[src/rtl/rtc_trim_pkg.sv]
package rtc_trim_pkg;

	// ****************************************************************
	// Register map
	// ****************************************************************
	localparam logic [14:0] ADDR_FLAGS    = 15'h7ff0;
	localparam logic [14:0] ADDR_ALM_BASE = 15'h7ff2;
	localparam logic [14:0] ADDR_IRQ      = 15'h7ff6;
	localparam logic [14:0] ADDR_TIMEOUT  = 15'h7ff7;
	localparam logic [14:0] ADDR_TRIM     = 15'h7ff8;
	localparam int          ALM_FIELDS    = 4;

	// ****************************************************************
	// Field positions
	// ****************************************************************
	localparam int FLG_TIMEOUT = 7;
	localparam int FLG_MATCH   = 6;
	localparam int FLG_SUPPLY  = 5;
	localparam int FLG_OSCILLATOR_FAILURE_BIT    = 4;
	localparam int FLG_CAL     = 2;
	localparam int FLG_FREEZE  = 1;
	localparam int FLG_READ    = 0;
	localparam int IRQ_TO_EN   = 7;
	localparam int IRQ_AL_EN   = 6;
	localparam int IRQ_SL_EN   = 5;
	localparam int IRQ_HIGH    = 3;
	localparam int IRQ_PULSE   = 2;
	localparam int TO_KICK     = 7;
	localparam int TO_LOCK     = 6;
	localparam int TRIM_OSCOFF = 7;
	localparam int TRIM_SIGN   = 5;
	localparam int ALM_MASK    = 7;

	// ****************************************************************
	// Reset values and writable masks
	// ****************************************************************
	localparam logic [7:0] FLAGS_RESET = 8'h00;
	localparam logic [7:0] IRQ_RESET   = 8'h08;
	localparam logic [7:0] IRQ_WMASK   = 8'hec;
	localparam logic [7:0] TRIM_RESET  = 8'h00;
	localparam logic [7:0] TRIM_WMASK  = 8'hbf;
	localparam logic [7:0] ALM_RESET   = 8'h80;
	localparam logic [5:0] WD_RESET    = 6'h00;
	localparam logic [7:0] RD_NONE     = 8'h00;

	// ****************************************************************
	// Timing
	// ****************************************************************
	localparam int          OSC_HZ        = 32768;
	localparam logic [16:0] SEC_NOM       = 17'(OSC_HZ);
	localparam logic [16:0] SEC_SHORT     = 17'(OSC_HZ - 128);
	localparam logic [16:0] SEC_LONG      = 17'(OSC_HZ + 256);
	localparam logic [5:0]  SECS_LAST     = 6'h3b;
	localparam logic [5:0]  TRIM_MIN_LAST = 6'h3e;
	localparam int          TEST_HZ       = 512;
	localparam logic [9:0]  TEST_HALF_M1  = 10'(OSC_HZ / (2 * TEST_HZ) - 1);
	localparam int          WD_TICK_US    = 31250;
	localparam logic [9:0]  WD_DIV_M1     = 10'(OSC_HZ * WD_TICK_US / 1_000_000 - 1);
	localparam int          MCLK_HZ       = 100_000_000;
	localparam int          PULSE_MS      = 200;
	localparam int          PULSE_DEF     = MCLK_HZ / 1000 * PULSE_MS;

	// ****************************************************************
	// Carriers
	// ****************************************************************
	typedef struct packed {
		logic [7:0] date;
		logic [7:0] hours;
		logic [7:0] minutes;
		logic [7:0] seconds;
	} time_type;

endpackage

[src/rtl/rtc_trim_alarm_watchdog_irq.sv]
`timescale 1ns/1ps

// Behaviour
// (RQ1) Trim magnitude is unsigned five low bits.
// (RQ2) Trim bit five chooses faster or slower.
// (RQ3) Sixty-four minute cycle, one second adjusted.
// (RQ4) Magnitude N adjusts first 2N minutes.
// (RQ5) Test bit toggles interrupt at 512 Hz.
// (RQ6) Host freezes before changing test bit.
// (RQ7) Alarm match sets flag, optional interrupt.
// (RQ8) Per-field masks; all masked disables alarm.
// (RQ9) Alarm values take effect after freeze clears.
// (RQ10) Host keeps seconds mask at zero.
// (RQ11) Watchdog counts 32 Hz ticks from oscillator.
// (RQ12) Watchdog loads at reset; kick reloads.
// (RQ13) Reaching zero sets timeout flag, optional interrupt.
// (RQ14) Lock bit blocks timeout value writes.
// (RQ15) Zero timeout value disables the watchdog.
// (RQ16) Supply drop sets flag, optional interrupt.
// (RQ17) No interrupts while on backup supply.
// (RQ18) Interrupt needs a set flag with enable.
// (RQ19) Polarity bit selects push-pull high or open-drain low.
// (RQ20) Pulse mode about 200 ms, else level.
// (RQ21) Flags read clears flags and interrupt.
// (RQ22) Flags reset to zero except oscillator failure.
// (RQ23) Alarm compared on each seconds update.
module rtc_trim_alarm_watchdog_irq
	import rtc_trim_pkg::*;
#(
	parameter int unsigned PULSE_CYCLES = PULSE_DEF
) (
	input  wire logic        i_mclk,
	input  wire logic        i_rstn,
	input  wire logic        i_osc_clk,
	input  wire logic        i_vcc_low,
	input  wire logic        i_on_backup,
	input  wire logic        i_osc_fail,
	input  wire logic        i_sel,
	input  wire logic        i_wr,
	input  wire logic        i_rd,
	input  wire logic [14:0] i_addr,
	input  wire logic [7:0]  i_wdata,
	input  wire logic        i_sec_update,
	input  wire time_type    i_now,
	output logic      [7:0]  o_rdata,
	output logic             o_sec_tick,
	output logic             o_osc_disable,
	output logic             o_irq_out,
	output logic             o_irq_oe
);

	// ****************************************************************
	// Input synchronisers
	// ****************************************************************
	logic [3:0] meta_reg;
	logic [3:0] sync_reg;
	logic       osc_prev_reg;
	wire  [3:0] async_in = {i_osc_clk, i_vcc_low, i_on_backup, i_osc_fail};
	wire        osc_s    = sync_reg[3];
	wire        low_s    = sync_reg[2];
	wire        backup_s = sync_reg[1];
	wire        fail_s   = sync_reg[0];

	always_ff @(posedge i_mclk) begin
		meta_reg     <= async_in;
		sync_reg     <= meta_reg;
		osc_prev_reg <= osc_s;
	end

	// ****************************************************************
	// Register decode
	// ****************************************************************
	logic [7:0] flags_reg;
	logic [7:0] irq_ctl_reg;
	logic [7:0] trim_reg;
	logic [5:0] wd_val_reg;
	logic       wd_lock_reg;

	wire wr_en    = i_sel & i_wr;
	wire rd_en    = i_sel & i_rd;
	wire wr_flags = wr_en & (i_addr == ADDR_FLAGS);
	wire wr_irq   = wr_en & (i_addr == ADDR_IRQ);
	wire wr_to    = wr_en & (i_addr == ADDR_TIMEOUT);
	wire wr_trim  = wr_en & (i_addr == ADDR_TRIM);
	wire rd_flags = rd_en & (i_addr == ADDR_FLAGS);
	wire freeze   = flags_reg[FLG_FREEZE];
	wire [14:0] alm_off = i_addr - ADDR_ALM_BASE;
	wire alm_hit  = (i_addr >= ADDR_ALM_BASE) && (alm_off < 15'(ALM_FIELDS));

	// Stopping the oscillator also stops every count that hangs off it.
	// (RQ11) oscillator edge enable
	wire osc_tick = osc_s & ~osc_prev_reg & ~trim_reg[TRIM_OSCOFF];

	// ****************************************************************
	// Raw prescaler: test tone and watchdog tick
	// ****************************************************************
	logic [9:0] raw_cnt_reg;
	logic       test_reg;
	// (RQ5) untrimmed test tone
	wire test_edge = osc_tick && ((raw_cnt_reg & TEST_HALF_M1) == TEST_HALF_M1);
	// (RQ11) 32 Hz tick
	wire wd_tick   = osc_tick && (raw_cnt_reg == WD_DIV_M1);

	always_ff @(posedge i_mclk) begin
		if (!i_rstn) begin
			raw_cnt_reg <= '0;
			test_reg    <= 1'b0;
		end else if (osc_tick) begin
			raw_cnt_reg <= raw_cnt_reg + 10'h001;
			test_reg    <= test_reg ^ test_edge;
		end
	end

	// ****************************************************************
	// Trimmed seconds divider
	// ****************************************************************
	logic [16:0] sec_cnt_reg;
	logic [5:0]  sec_idx_reg;
	logic [5:0]  min_idx_reg;
	logic        sec_tick_reg;
	// (RQ1) unsigned magnitude
	wire  [5:0]  trim_span = {trim_reg[4:0], 1'b0};
	// (RQ3) (RQ4) adjusted second
	wire         trim_now  = (sec_idx_reg == 6'h00) && (min_idx_reg < trim_span)
	                         && (min_idx_reg < TRIM_MIN_LAST);
	// (RQ2) sign selects direction
	wire  [16:0] sec_len   = !trim_now ? SEC_NOM : (trim_reg[TRIM_SIGN] ? SEC_SHORT : SEC_LONG);
	wire         sec_done  = osc_tick && (sec_cnt_reg == sec_len - 17'h00001);

	always_ff @(posedge i_mclk) begin
		if (!i_rstn) begin
			sec_cnt_reg  <= '0;
			sec_idx_reg  <= '0;
			min_idx_reg  <= '0;
			sec_tick_reg <= 1'b0;
		end else begin
			sec_tick_reg <= sec_done;
			if (sec_done) begin
				sec_cnt_reg <= '0;
				sec_idx_reg <= (sec_idx_reg == SECS_LAST) ? 6'h00 : sec_idx_reg + 6'h01;
				if (sec_idx_reg == SECS_LAST)
					min_idx_reg <= min_idx_reg + 6'h01;
			end else if (osc_tick) begin
				sec_cnt_reg <= sec_cnt_reg + 17'h00001;
			end
		end
	end

	// ****************************************************************
	// Alarm
	// ****************************************************************
	logic       freeze_prev_reg;
	logic [7:0] alm_wr_reg  [ALM_FIELDS];
	logic [7:0] alm_act_reg [ALM_FIELDS];
	wire  [7:0] now_f       [ALM_FIELDS];
	logic [ALM_FIELDS-1:0] field_ok;
	logic [ALM_FIELDS-1:0] field_mask;
	// (RQ9) values commit when freeze clears
	wire        alm_commit = freeze_prev_reg & ~freeze;

	assign now_f[0] = i_now.seconds;
	assign now_f[1] = i_now.minutes;
	assign now_f[2] = i_now.hours;
	assign now_f[3] = i_now.date;

	genvar gi;
	generate
		for (gi = 0; gi < ALM_FIELDS; gi++) begin : g_alm
			wire wr_this = wr_en && alm_hit && freeze && (alm_off[1:0] == 2'(gi));
			// (RQ8) masked or equal
			assign field_mask[gi] = alm_act_reg[gi][ALM_MASK];
			assign field_ok[gi]   = field_mask[gi]
			                        || (alm_act_reg[gi][6:0] == now_f[gi][6:0]);
			always_ff @(posedge i_mclk) begin
				if (!i_rstn) begin
					alm_wr_reg[gi]  <= ALM_RESET;
					alm_act_reg[gi] <= ALM_RESET;
				end else begin
					if (wr_this)
						alm_wr_reg[gi] <= i_wdata;
					if (alm_commit)
						alm_act_reg[gi] <= alm_wr_reg[gi];
				end
			end
		end
	endgenerate

	// (RQ7) (RQ23) compare on seconds update; (RQ10) seconds mask assumed 0
	wire alarm_hit = i_sec_update && (&field_ok) && !(&field_mask);

	// ****************************************************************
	// Watchdog
	// ****************************************************************
	logic [5:0] wd_cnt_reg;
	wire  [5:0] wd_new    = (wr_to && !i_wdata[TO_LOCK]) ? i_wdata[5:0] : wd_val_reg;
	wire        wd_kick   = wr_to && i_wdata[TO_KICK];
	// (RQ13) (RQ15) expiry only from a live count
	wire        wd_expire = wd_tick && !wd_kick && (wd_cnt_reg == 6'h01) && (wd_val_reg != 6'h00);

	always_ff @(posedge i_mclk) begin
		if (!i_rstn) begin
			wd_val_reg  <= WD_RESET;
			wd_cnt_reg  <= WD_RESET;
			wd_lock_reg <= 1'b0;
		end else begin
			if (wr_to)
				wd_lock_reg <= i_wdata[TO_LOCK];
			// (RQ14) lock guards the value
			wd_val_reg <= wd_new;
			// (RQ12) kick reloads the count
			if (wd_kick)
				wd_cnt_reg <= wd_new;
			else if (wd_tick && wd_cnt_reg != 6'h00)
				wd_cnt_reg <= wd_cnt_reg - 6'h01;
		end
	end

	// ****************************************************************
	// Flags and control registers
	// ****************************************************************
	logic       low_prev_reg;
	logic       init_reg;
	// (RQ16) supply drop event
	wire        supply_fall = low_s & ~low_prev_reg;
	wire  [2:0] events      = {wd_expire, alarm_hit, supply_fall};
	// (RQ21) read clears, a same-cycle event still lands
	wire  [2:0] ev_next     = (flags_reg[7:5] & {3{~rd_flags}}) | events;
	wire        cal_next    = (wr_flags && freeze) ? i_wdata[FLG_CAL] : flags_reg[FLG_CAL];
	wire        oscillator_failure_bit_clr    = wr_flags && freeze && !i_wdata[FLG_OSCILLATOR_FAILURE_BIT];

	always_ff @(posedge i_mclk) begin
		if (!i_rstn) begin
			// (RQ22) flags start at zero
			flags_reg    <= FLAGS_RESET;
			irq_ctl_reg  <= IRQ_RESET;
			trim_reg     <= TRIM_RESET;
			low_prev_reg <= 1'b0;
			init_reg     <= 1'b0;
			freeze_prev_reg <= 1'b0;
		end else begin
			low_prev_reg            <= low_s;
			init_reg                <= 1'b1;
			freeze_prev_reg         <= freeze;
			flags_reg[7:5]          <= ev_next;
			flags_reg[FLG_CAL]      <= cal_next;
			// The failure bit is caught once after release, then only cleared.
			if (!init_reg)
				flags_reg[FLG_OSCILLATOR_FAILURE_BIT] <= fail_s;
			else if (oscillator_failure_bit_clr)
				flags_reg[FLG_OSCILLATOR_FAILURE_BIT] <= 1'b0;
			if (wr_flags) begin
				flags_reg[FLG_FREEZE] <= i_wdata[FLG_FREEZE];
				flags_reg[FLG_READ]   <= i_wdata[FLG_READ];
			end
			if (wr_irq)
				irq_ctl_reg <= i_wdata & IRQ_WMASK;
			if (wr_trim)
				trim_reg <= i_wdata & TRIM_WMASK;
		end
	end

	// ****************************************************************
	// Interrupt driver
	// ****************************************************************
	logic        pulse_reg;
	logic [31:0] pulse_cnt_reg;
	logic        req_prev_reg;
	logic        act_reg;
	logic        irq_out_reg;
	logic        irq_oe_reg;
	// (RQ18) (RQ17) flag with enable, main power only
	wire  [2:0]  irq_en   = {irq_ctl_reg[IRQ_TO_EN], irq_ctl_reg[IRQ_AL_EN], irq_ctl_reg[IRQ_SL_EN]};
	wire         irq_req  = (|(flags_reg[7:5] & irq_en)) && !backup_s;
	wire         test_on  = flags_reg[FLG_CAL];
	wire         pulse_on = irq_ctl_reg[IRQ_PULSE];
	wire         high_on  = irq_ctl_reg[IRQ_HIGH];
	// (RQ20) pulse or level
	wire         act_next = !backup_s && (test_on ? test_reg : (pulse_on ? pulse_reg : irq_req));
	// (RQ19) push-pull high above threshold, else open drain low
	wire         out_next = high_on ? (act_next && !low_s) : 1'b0;
	wire         oe_next  = high_on ? !backup_s : act_next;

	always_ff @(posedge i_mclk) begin
		if (!i_rstn) begin
			pulse_reg     <= 1'b0;
			pulse_cnt_reg <= '0;
			req_prev_reg  <= 1'b0;
			act_reg       <= 1'b0;
			irq_out_reg   <= 1'b0;
			irq_oe_reg    <= 1'b0;
		end else begin
			req_prev_reg <= irq_req;
			act_reg      <= act_next;
			irq_out_reg  <= out_next;
			irq_oe_reg   <= oe_next;
			// (RQ21) a read cuts the pulse short
			if (rd_flags) begin
				pulse_reg     <= 1'b0;
				pulse_cnt_reg <= '0;
			end else if (irq_req && !req_prev_reg) begin
				pulse_reg     <= 1'b1;
				pulse_cnt_reg <= 32'(PULSE_CYCLES - 1);
			end else if (pulse_cnt_reg != 0) begin
				pulse_cnt_reg <= pulse_cnt_reg - 32'h00000001;
			end else begin
				pulse_reg <= 1'b0;
			end
		end
	end

	// ****************************************************************
	// Read path
	// ****************************************************************
	logic [7:0] rdata_reg;
	wire  [7:0] rd_mux = (i_addr == ADDR_FLAGS)   ? flags_reg :
	                     alm_hit                  ? alm_wr_reg[alm_off[1:0]] :
	                     (i_addr == ADDR_IRQ)     ? irq_ctl_reg :
	                     (i_addr == ADDR_TIMEOUT) ? {1'b0, wd_lock_reg, wd_val_reg} :
	                     (i_addr == ADDR_TRIM)    ? trim_reg : RD_NONE;

	always_ff @(posedge i_mclk) begin
		if (!i_rstn)
			rdata_reg <= RD_NONE;
		else if (rd_en)
			rdata_reg <= rd_mux;
	end

	assign o_rdata       = rdata_reg;
	assign o_sec_tick    = sec_tick_reg;
	assign o_osc_disable = trim_reg[TRIM_OSCOFF];
	assign o_irq_out     = irq_out_reg;
	assign o_irq_oe      = irq_oe_reg;
endmodule

[config.mk]
export PLATFORM = sky130hd
export DESIGN_NAME = rtc_trim_alarm_watchdog_irq
export DESIGN_NICKNAME = d
export VERILOG_FILES = /design/src/rtl/rtc_trim_pkg.sv /design/src/rtl/rtc_trim_alarm_watchdog_irq.sv
export SDC_FILE = /design/constraint.sdc
export NUM_CORES = 1
export LEC_CHECK = 0
export BUFFER_PORTS_ARGS = -buffer_cell sky130_fd_sc_hd__buf_4
export CORE_MARGIN = 4
export CORE_UTILIZATION = 50
export DETAILED_ROUTE_END_ITERATION = 16
export PLACE_DENSITY = 0.69
export SLEW_MARGIN = 20
export SYNTH_ARGS = -nofsm -noshare
export SYNTH_HDL_FRONTEND = slang
export SYNTH_SLANG_ARGS = --single-unit
[constraint.sdc]
create_clock -name i_mclk -period 3.7 [get_ports i_mclk]
set_input_delay 0.37 -clock i_mclk [delete_from_list [all_inputs] [get_ports i_mclk]]
set_output_delay 0.37 -clock i_mclk [all_outputs]
set_load 0.01 [all_outputs]
==> metrics, run 1 <==
status finished, final reports clean; Synth cell types roughly 70; post-CTS setup buffers 0; Final Critical Period 2.69 ns; I/O pin cnt 77; Post-synth EDFFs 64; RePlAce Congestion approximately 0.85; Data required, critical path about 4 ns; post-route cell area 10400 um2; fin nets ~1100; drt via density ~5.6; vias 6817; Worst Hold Class input port to register; number of diodes 0; wire length per cell around 17 um; placeable core area 17500 um2; sequential-to-total area share from yosys stat 0.499; max-slew violation count 0; global route total overflow 0; crit-path cells or3b_1 -> nor4_1 -> nand2_1 -> or4_1 -> a21oi_1; max_slew headroom 0.532; Die Y 142 um; Fillers ~1500; Die ar. 20300 um2; total negative slack 0 ns; clock sink count 193; clk root buf clkbuf_16; initial core utilization 0.516; CTS Hold Bufs 0; WHS 0.0422 ns; DRT Pass-1 Iters 5; global-route wire length before repair 33.1 mm; CTS HTree Levels 4; clock-pin slew on the worst setup and hold paths around 0.070 ns; Die W 142 um; MaxCap Viol Count 0; clk_skew 0.00848 ns; largest net degree at the start of global routing 49; fmax between 0.3 and 0.4 GHz; CTS Buf Count 17; CTS Buffer Depth 2; share of cells above drive strength 1 0.161; Leakage 3.83 nW; Post-CTS Resized 0; Routed WL 20.4 mm; Slowest-stage cell, CP nor4_1; Overall Global Routing Usage 0.206; Seq cells post-synth 193; Post-Syn Area per Cell 10.0 um2; Post-DP HPWL 14.4 mm; syn_nets 981; Yosys warnings 0; Synth Instances 902; Critical Path Start Type register; VDD IR-drop max 0.000355 V; Worst Tran Pin Value 0.698 ns; RSZ-0062 raised after global routing no; Setup-failing EPs final 0; ys flop type dfxtp_1; Area Overhead vs Synth 15.4%; final hold vios 0; initial DRC count 504; WS Path Type register to register; ys async rst share 0; drt drc 0; dpl cell area approximately 9800 um2; Tcrit/Tclk final 0.726; Worst EP arrival slightly above 3 ns; Core Rows 48; Cell Area, Synth 9020 um2; max incr delay on CP approximately 0.64 ns; worst skew pair latency 0.43 ns; CP Capture Type register; Routed Antenna Nets 0; initial antenna violation count 0; crit-path max FO 10; CTS tree done; power per cell area 530 nW/um2; number of global-route vias before repair 6462; input/output buffers 72
-- power breakdown --
part	switching [W]	total [W]	internal, W	leakage (nW)
clock	0.000823	0.00182	0.000993	0.289
sequential	0.000132	0.00247	0.00234	1.68
combinational	0.000707	0.00124	0.000530	1.85
-- Yosys cell counts (7+ instances only) --
cell type	count	area share
dfxtp_1	129	0.29
nand2_1	73	0.030
nor2_1	71	0.030
and2_1	64	0.044
edfxtp_1	64	0.21
a21oi_1	60	0.033
xnor2_1	46	0.045
xor2_1	37	0.036
nand3_1	30	0.017
clkbuf_1	28	0.012
o21ai_0	27	0.015
nor3_1	25	0.014
inv_1	21	0.0087
nor4_1	20	0.014
nand4_1	19	0.013
ha_1	14	0.019
or4_1	14	0.012
nand2b_1	13	0.0090
mux2i_1	12	0.013
and3_1	10	0.0069
or3_1	9	0.0062
mux4_2	8	0.020
o31ai_1	7	0.0058
-- cells by family (layout without fill, tap and decap cells) --
kind of cell,after synthesis,in the layout,synth area share
AOI/OAI and AO/OA,138,138,0.0957
muxes,22,22,0.0358
xor gates and xnor gates,83,83,0.0805
and+or+nand+nor,393,393,0.243
buffers and inverters,59,143,0.0262
DFF,193,193,0.499
adders and majority gates,14,14,0.0194
-- path summary, 6_finish.rpt --
path / from / to / depth (start not counted) / slack (ns)
worst max-delay path: trim_reg[7] / sec_idx_reg[0] / 5 / 1.01
worst min-delay path: i_vcc_low / meta_reg[2] / 1 / 0.04
worst max register to register: trim_reg[7] / sec_idx_reg[0] / 5 / 1.01
worst min register to register: meta_reg[1] / sync_reg[1] / 0 / 0.33
-- per-stage QoR --
| stage | instances | util | total power (W) | setup slack (ns) |
|---|---|---|---|---|
| 2_1_floorplan | 902 | - | 0.00346 | 0.427 |
| 3_3_place_gp | 1179 | 0.563 | 0.00373 | 0.710 |
| 3_5_place_dp | 1179 | 0.563 | 0.00374 | 0.688 |
| 4_1_cts | 1211 | 0.596 | 0.00556 | 0.966 |
| 5_1_grt | 1211 | 0.596 | 0.00582 | 0.836 |
| 6_report | 1211 | 0.596 | 0.00552 | 1.01 |
-- critical path, delay by kind of cell, from the launching register on --
family | cells | cell delay (ns)
AND/OR/NAND/NOR | 4 | 2.08
flip-flops | 1 | 0.39
AO/OA/AOI/OAI | 1 | 0.14
-- cell type report --
class | count | area (um2) | share of cell area
well taps | 225 | 282 | 0.0270
clock buffers | 18 | 439 | 0.0422
flip-flops and latches | 193 | 4500 | 0.432
multi-input cells | 650 | 4290 | 0.412
inverters | 21 | 78.8 | 0.00757
clock inverters | 14 | 143 | 0.0137
repair buffers | 90 | 676 | 0.0649
-- metal layers --
metal  share of wire  global-route usage  vias up
met5               0                   0        -
met4           0.030              0.0865        0
met3           0.052              0.0420       47
met2            0.50               0.352      178
met1            0.42               0.257     3197
li1                -                   -     3395
-- cell usage in the layout (no fill, tap or decap), types with 9 or more instances in the layout --
cell type	synthesis	final
xor2_1	37	37
dfxtp_1	129	129
edfxtp_1	64	64
nand4_1	19	19
o21ai_0	27	26
nand2_1	73	73
and3_1	10	10
nor4_1	20	20
nand2b_1	13	13
nor3_1	25	24
xnor2_1	46	46
nor2_1	71	71
clkbuf_16	0	17
buf_4	0	90
nand3_1	30	30
inv_1	21	20
or3_1	9	9
and2_1	64	64
a21oi_1	60	60
ha_1	14	14
or4_1	14	14
mux2i_1	12	12
No activity file was read; power rests on OpenSTA's default activity.
==> inputs of run 2 (changes only) <==
--- a/config.mk
+++ b/config.mk
@@ -9,7 +9,7 @@
 export CORE_MARGIN = 4
 export CORE_UTILIZATION = 50
 export DETAILED_ROUTE_END_ITERATION = 16
-export PLACE_DENSITY = 0.69
+export PLACE_DENSITY = 0.71
 export SLEW_MARGIN = 20
 export SYNTH_ARGS = -nofsm -noshare
 export SYNTH_HDL_FRONTEND = slang
==> constraint.sdc (replaced) <==
create_clock -name i_mclk -period 2.26 [get_ports i_mclk]
set_input_delay 0.226 -clock i_mclk [delete_from_list [all_inputs] [get_ports i_mclk]]
set_output_delay 0.226 -clock i_mclk [all_outputs]
set_load 0.01 [all_outputs]
==> run 2 against run 1 <==
Net effect: die area did not move; critical path depth rose by 1; critical path type unchanged; worst hold slack improved by 0.078 ns; non-clock buffer count rose by 73; largest cell class unchanged; global-route usage rose by 0.76 points; clock skew rose by 0.0021 ns; via count rose by 3.9%; count of clock-buffer cells in the layout rose by 3.
==> metrics, run 2 (synthesis gave the netlist of run 1 again) <==
CP Capture Type register (unchanged); Die Y 142 um (unchanged); total negative slack 0 ns (unchanged); clock sink count 193 (unchanged); fin nets 1125 (was 1052); I/O pin cnt 77 (unchanged); crit-path max FO 5 (was 10); Die ar. 20300 um2 (unchanged); max-slew violation count 0 (unchanged); worst skew pair latency 0.43 ns (about the same); WHS 0.120 ns (was 0.0422 ns); status finished, final reports clean (unchanged); Area Overhead vs Synth 24.2% (was 15.4%); MaxCap Viol Count 0 (unchanged); largest net degree at the start of global routing 42 (was 49); clk root buf clkbuf_16 (unchanged); commonest non-fill, non-tap cell in the layout buf_4 (was dfxtp_1); number of global-route vias before repair 7021 (was 6462); placeable core area 17500 um2 (unchanged); global-route wire length before repair 34.6 mm (was 33.1 mm); Die W 142 um (unchanged); RePlAce Congestion 0.864 (was 0.853); Data required, critical path 2.57 ns (was 4.06 ns); top cell family by delay on the critical path simple AND/OR/NAND/NOR gates (unchanged); RSZ-0062 raised after global routing yes (was no); Placed Cells 1245 (was 1179); Buffers & Inverters on Critical Path 0 (unchanged); initial DRC count 402 (was 504); VDD IR-drop max 0.000658 V (was 0.000355 V); power per cell area 858 nW/um2 (was 530 nW/um2); wire length per cell 16.6 um (was 16.8 um); Post-DP HPWL 14.9 mm (was 14.4 mm); max_slew headroom 0.352 (was 0.532); Routed WL 21.3 mm (was 20.4 mm); share of cells above drive strength 1 0.250 (was 0.161); Leakage 4.25 nW (was 3.83 nW); crit-path most repeated cell or4_4; vias 7080 (was 6817); most frequent cells in the layout buf_4, dfxtp_1, nor2_1, nand2_1 (was dfxtp_1, buf_4, nand2_1, nor2_1); Final Critical Period 2.24 ns (was 2.69 ns); clock-pin slew on the worst setup and hold paths 0.07 ns (about the same); initial core utilization 0.516 (unchanged); Core Rows 48 (unchanged); CTS HTree Levels 4 (unchanged); initial antenna violation count 0 (unchanged); max incr delay on CP 0.53 ns (was 0.64 ns); Worst Tran Pin Value 0.972 ns (was 0.698 ns); Overall Global Routing Usage 0.214 (was 0.206); crit-path cells or4_4 -> or4_4 -> or3_4 -> nand3_2 -> xor2_1 -> a21oi_1 (was or3b_1 -> nor4_1 -> nand2_1 -> or4_1 -> a21oi_1); Tcrit/Tclk final 0.991 (was 0.726); Routed Antenna Nets 0 (unchanged); number of diodes 0 (unchanged); CTS Buf Count 17 (unchanged); clk_skew 0.0106 ns (was 0.00848 ns); input/output buffers 72 (unchanged); Setup-failing EPs final 0 (unchanged); Critical Path Start Type register (unchanged); Post-Layout Cell Count 1284 (was 1211); global route total overflow 0 (unchanged); CTS tree done (unchanged); Worst EP arrival 2.55 ns (was 3.04 ns); Worst Hold Class input port to register (unchanged); Slowest-stage cell, CP or4_4 (was nor4_1); final hold vios 0 (unchanged); CTS Buffer Depth 2 (unchanged); drt via density 5.51 (was 5.63); drt drc 0 (unchanged); DRT Pass-1 Iters 8 (was 5); fmax 0.446 GHz (was 0.372 GHz); Post-Route Utilization 0.642 (was 0.596); WS Path Type register to register (unchanged)
## run 2: cell count changes in the layout (fill, tap and decap cells not counted), sizes merged
| cell | delta |
|---|---|
| buf | +69 |
| clkinv | -1 |
| clkbuf | +3 |
| bufinv | -1 |
| inv | -1 |
| dlygate4sd3 | +4 |
## run 2: where the power goes
group | leakage, nW | internal [W] | switching, W
registers | 1.68 | 0.00383 | 0.000194
logic | 2.28 | 0.00122 | 0.00137
clock network | 0.286 | 0.00165 | 0.00135
total | 4.25 | 0.00670 | 0.00291
## run 2: per-stage QoR
step	instance area (um2)	power, W	setup WS, ns
6_report	11200	0.00962	0.0202
3_5_place_dp	10400	0.00644	-0.360
3_3_place_gp	10400	0.00639	-0.348
5_1_grt	11200	0.0101	-0.0669
2_1_floorplan	9090	0.00568	-0.209
4_1_cts	11100	0.00945	0.00241
## run 2: worst reg2reg max path: stages, from the launching register on
cell and delay [ns]:
dfxtp_2 0.32, or4_4 0.53, or4_4 0.49, or3_4 0.47, nand3_2 0.10, xor2_1 0.14, a21oi_1 0.08
## run 2: final cells by class
class / instances / area (um2)
clock inverters: 11 / 118
well taps: 225 / 282
repair buffers: 163 / 1270
multi-input cells: 650 / 4480
flip-flops and latches: 193 / 4510
fillers: 1411 / 6260
inverters: 21 / 81.3
clock buffers: 21 / 473
## run 2: path summary, 6_finish.rpt
| check | to | slack (ns) | startpoint | depth (start not counted) |
|---|---|---|---|---|
| setup reg to reg | pulse_cnt_reg[7] | 0.02 | pulse_cnt_reg[26] | 6 |
| hold / removal | flags_reg[6] | 0.12 | i_sec_update | 3 |
| hold reg to reg | sync_reg[1] | 0.33 | meta_reg[1] | 0 |
| setup / recovery | pulse_cnt_reg[7] | 0.02 | pulse_cnt_reg[26] | 6 |
## run 2: routing by layer
layer / GRT usage / part of all wire / vias up / wire length (um)
met5: 0 / 0 / - / 0
met4: 0.0870 / 0.029 / 0 / 616
met3: 0.0386 / 0.043 / 41 / 922
met2: 0.371 / 0.51 / 157 / 10800
met1: 0.265 / 0.42 / 3344 / 8900
li1: - / - / 3538 / -
## run 2: timing repair
action                     4_1_cts  5_1_grt
buffers inserted                 1        1
hold buffers                     4        0
hold endpoints to repair         4        0
setup endpoints to repair       13       44
pin swaps                        0       11
gates resized for setup          4       34
gates cloned                     0        1
==> inputs of run 3 (changes only) <==
--- a/config.mk
+++ b/config.mk
@@ -5,11 +5,13 @@
 export SDC_FILE = /design/constraint.sdc
 export NUM_CORES = 1
 export LEC_CHECK = 0
+export ABC_AREA = 1
 export BUFFER_PORTS_ARGS = -buffer_cell sky130_fd_sc_hd__buf_4
 export CORE_MARGIN = 4
 export CORE_UTILIZATION = 50
 export DETAILED_ROUTE_END_ITERATION = 16
 export PLACE_DENSITY = 0.71
+export REMOVE_ABC_BUFFERS = 1
 export SLEW_MARGIN = 20
 export SYNTH_ARGS = -nofsm -noshare
 export SYNTH_HDL_FRONTEND = slang
==> run 3 against run 2 <==
Net effect: register-to-register slack improved by 0.20 ns; sequential power about the same; core utilization down 3.9 points; critical path type unchanged; fmax increased by 10%; power is 6.2% lower; clock power decreased by 4%; count of clock-buffer cells in the layout is 3 higher.
==> metrics, run 3 <==
Leakage 4.41 nW (was 4.25 nW); Overall Global Routing Usage 0.220 (was 0.214); RePlAce Congestion 0.916 (was 0.864); XOR/XNOR Fraction of Synth Area 0.0539 (was 0.0805); share of cells above drive strength 1 0.137 (was 0.250); top cell family by delay on the critical path simple AND/OR/NAND/NOR gates (unchanged); post-synth top area cell dfxtp_1 (unchanged); most frequent cells after synthesis nand2_1, nor2_1, inv_1 (was dfxtp_1, nand2_1, nor2_1); sequential-to-total area share from yosys stat 0.487 (was 0.499); clock-pin slew on the worst setup and hold paths 0.07 ns (about the same); max_slew headroom 0.716 (was 0.352); post-synthesis adder-cell area fraction 0.0203 (was 0.0194); MaxCap Viol Count 0 (unchanged); wire length per cell 14.8 um (was 16.6 um); CP Capture Type register (unchanged); Die ar. 20700 um2 (was 20300 um2); Yosys warnings 0 (unchanged); commonest non-fill, non-tap cell in the layout nand2_1 (was buf_4); Slowest-stage cell, CP dfxtp_1 (was or4_4); Hold Startpoint i_wdata[1] (was i_sec_update); Final Critical Period 2.04 ns (was 2.24 ns); Routed Antenna Nets 0 (unchanged); Post-Synth Simple-Gate Area 0.257 (was 0.243); flop-to-flop setup slack 0.22 ns (was 0.02 ns); Worst R2R Start trim_reg[4] (was pulse_cnt_reg[26]); worst skew pair latency 0.43 ns (about the same); Synth Instances 1154 (was 902); Seq cells post-synth 193 (unchanged); placeable core area 18100 um2 (was 17500 um2); Die Y 144 um (was 142 um); area fraction in compound gates after synthesis 0.104 (was 0.0957); CP Launch Point trim_reg[4] (was pulse_cnt_reg[26]); Die W 144 um (was 142 um); Worst EP arrival 2.39 ns (was 2.55 ns); crit-path max FO 11 (was 5); Final WS setup 0.223 ns (was 0.0202 ns); global route total overflow 0 (unchanged); Worst Tran Pin Value 0.426 ns (was 0.972 ns); status finished, final reports clean (unchanged); fmax 0.491 GHz (was 0.446 GHz); clk root buf clkbuf_16 (unchanged); Setup-failing EPs final 0 (unchanged); Tcrit/Tclk final 0.901 (was 0.991); number of global-route vias before repair 7408 (was 7021); Post-synth EDFFs 64 (unchanged); Reg2Reg Depth 14 (was 6); final hold vios 0 (unchanged); Synth cell types 46 (was 68); synth top area cells dfxtp_1, edfxtp_1, nand2_1 (was dfxtp_1, edfxtp_1, xnor2_1); ys async rst share 0 (unchanged); Cell Area, Synth 9250 um2 (was 9020 um2); input/output buffers 72 (unchanged); Synth top area share 0.279 (was 0.286); clock sink count 193 (unchanged); WS Path Type register to register (unchanged); most frequent cell after synthesis nand2_1 (was dfxtp_1); CTS tree done (unchanged); worst hold stages 3 (unchanged); Core Rows 49 (was 48); VDD IR-drop max 0.000525 V (was 0.000658 V); initial core utilization 0.512 (was 0.516); largest family of logic cells by synthesized area simple AND/OR/NAND/NOR gates (unchanged); CTS HTree Levels 4 (unchanged); Buffers & Inverters on Critical Path 4 (was 0); Hold EP flags_reg[1] (was flags_reg[6]); max-slew violation count 0 (unchanged); global-route wire length before repair 36.0 mm (was 34.6 mm); I/O pin cnt 77 (unchanged); CTS Buf Count 17 (unchanged); crit-path cells inv_1 -> ha_1 -> nand2_1 -> nand2_1 -> inv_1 -> nand2_1 -> nor2_4 -> nand4_1 -> nand3_2 -> nor2_4 -> inv_1 -> nand2_2 -> buf_4 -> nor3b_1 (was or4_4 -> or4_4 -> or3_4 -> nand3_2 -> xor2_1 -> a21oi_1); most frequent cells in the layout nand2_1, nor2_1, inv_1, dfxtp_1, buf_4 (was buf_4, dfxtp_1, nor2_1, nand2_1); mux cell area share after synthesis 0 (was 0.0358); power per cell area 827 nW/um2 (was 858 nW/um2); Post-Syn Area per Cell 8.02 um2 (was 10.0 um2); Post-DP HPWL 16.5 mm (was 14.9 mm); drt drc 0 (unchanged); reg-to-reg critical path endpoint sec_cnt_reg[2] (was pulse_cnt_reg[7]); drt via density 5.24 (was 5.51); Worst Hold Class input port to register (unchanged); Critical Path Start Type register (unchanged); Data required, critical path 2.61 ns (was 2.57 ns); initial DRC count 631 (was 402); number of diodes 0 (unchanged); ys flop type dfxtp_1 (unchanged); CTS Buffer Depth 2 (unchanged); RSZ-0062 raised after global routing yes (unchanged); clk_skew 0.0115 ns (was 0.0106 ns); dpl ws -0.00600 ns (was -0.360 ns); initial antenna violation count 0 (unchanged); total negative slack 0 ns (unchanged); DRT Pass-1 Iters 6 (was 8); max incr delay on CP 0.32 ns (was 0.53 ns); fin nets 1342 (was 1125); vias 7878 (was 7080); largest net degree at the start of global routing 57 (was 42); Routed WL 22.2 mm (was 21.3 mm); Area Overhead vs Synth 17.8% (was 24.2%); WHS 0.0919 ns (was 0.120 ns)
[run 3: cell families (layout without fill, tap and decap cells)]
| family | Yosys count | after routing |
|---|---|---|
| AND/OR/NAND/NOR | 529 | 529 |
| adder cells (fa/ha/maj) | 15 | 15 |
| buffers and inverters | 189 | 310 |
| AO/OA/AOI/OAI | 171 | 171 |
| flip-flops | 193 | 193 |
| XOR/XNOR | 57 | 57 |
[run 3: area by class of cell]
type / instances / area [um2]
Timing Repair Buffer: 108 / 833
Inverter: 170 / 638
Clock inverter: 8 / 51.3
Sequential cell: 193 / 4510
Clock buffer: 24 / 517
Multi-Input combinational cell: 772 / 4070
Fill cell: 1626 / 7180
Tap cell: 229 / 287
[run 3: how the worst max path moves through the flow]
stage	slack, ns	cells after the start	endpoint
final	0.22	14	sec_cnt_reg[2]
after global routing	-0.006	16	min_idx_reg[5]
after CTS	0.15	14	sec_cnt_reg[2]
after detailed placement	-0.006	12	alm_wr_reg[1][0]
after global placement	0.09	12	alm_wr_reg[3][5]
after floorplan	-0.87	1	alm_act_reg[0][0]
[run 3: layer usage]
| layer | wire length (um) | GRT usage |
|---|---|---|
| met4 | 488 | 0.0753 |
| met3 | 1530 | 0.0546 |
| met5 | 0 | 0 |
| met2 | 9940 | 0.345 |
| met1 | 10200 | 0.299 |
[run 3: stage by stage]
stage	utilization	instance area [um2]	total power (W)	std cells
2_1_floorplan	-	9170	0.00554	1135
3_3_place_gp	0.566	10200	0.00615	1467
3_5_place_dp	0.566	10200	0.00619	1467
4_1_cts	0.600	10800	0.00905	1503
5_1_grt	0.603	10900	0.00953	1504
6_report	0.603	10900	0.00902	1504
[run 3: timing repair]
item                                    CTS  global route
hold endpoints to repair                  4             0
hold buffers                              4             0
endpoints found under the setup margin    0            31
setup buffers                             0             1
gates resized for setup                   0            13
[run 3: power breakdown]
part	switching, W	leakage, nW	total, W	internal, W
clock	0.00127	0.279	0.00287	0.00160
combinational	0.00132	2.45	0.00214	0.000818
sequential	0.000198	1.68	0.00401	0.00382
total	0.00279	4.41	0.00902	0.00623
[run 3: worst register-to-register path, delay by kind of cell, from the launching register on]
family        cells  cell delay [ns]
buf+inv           4             0.47
flops             1             0.32
simple gates      9             0.88
fa+ha+maj         1             0.31
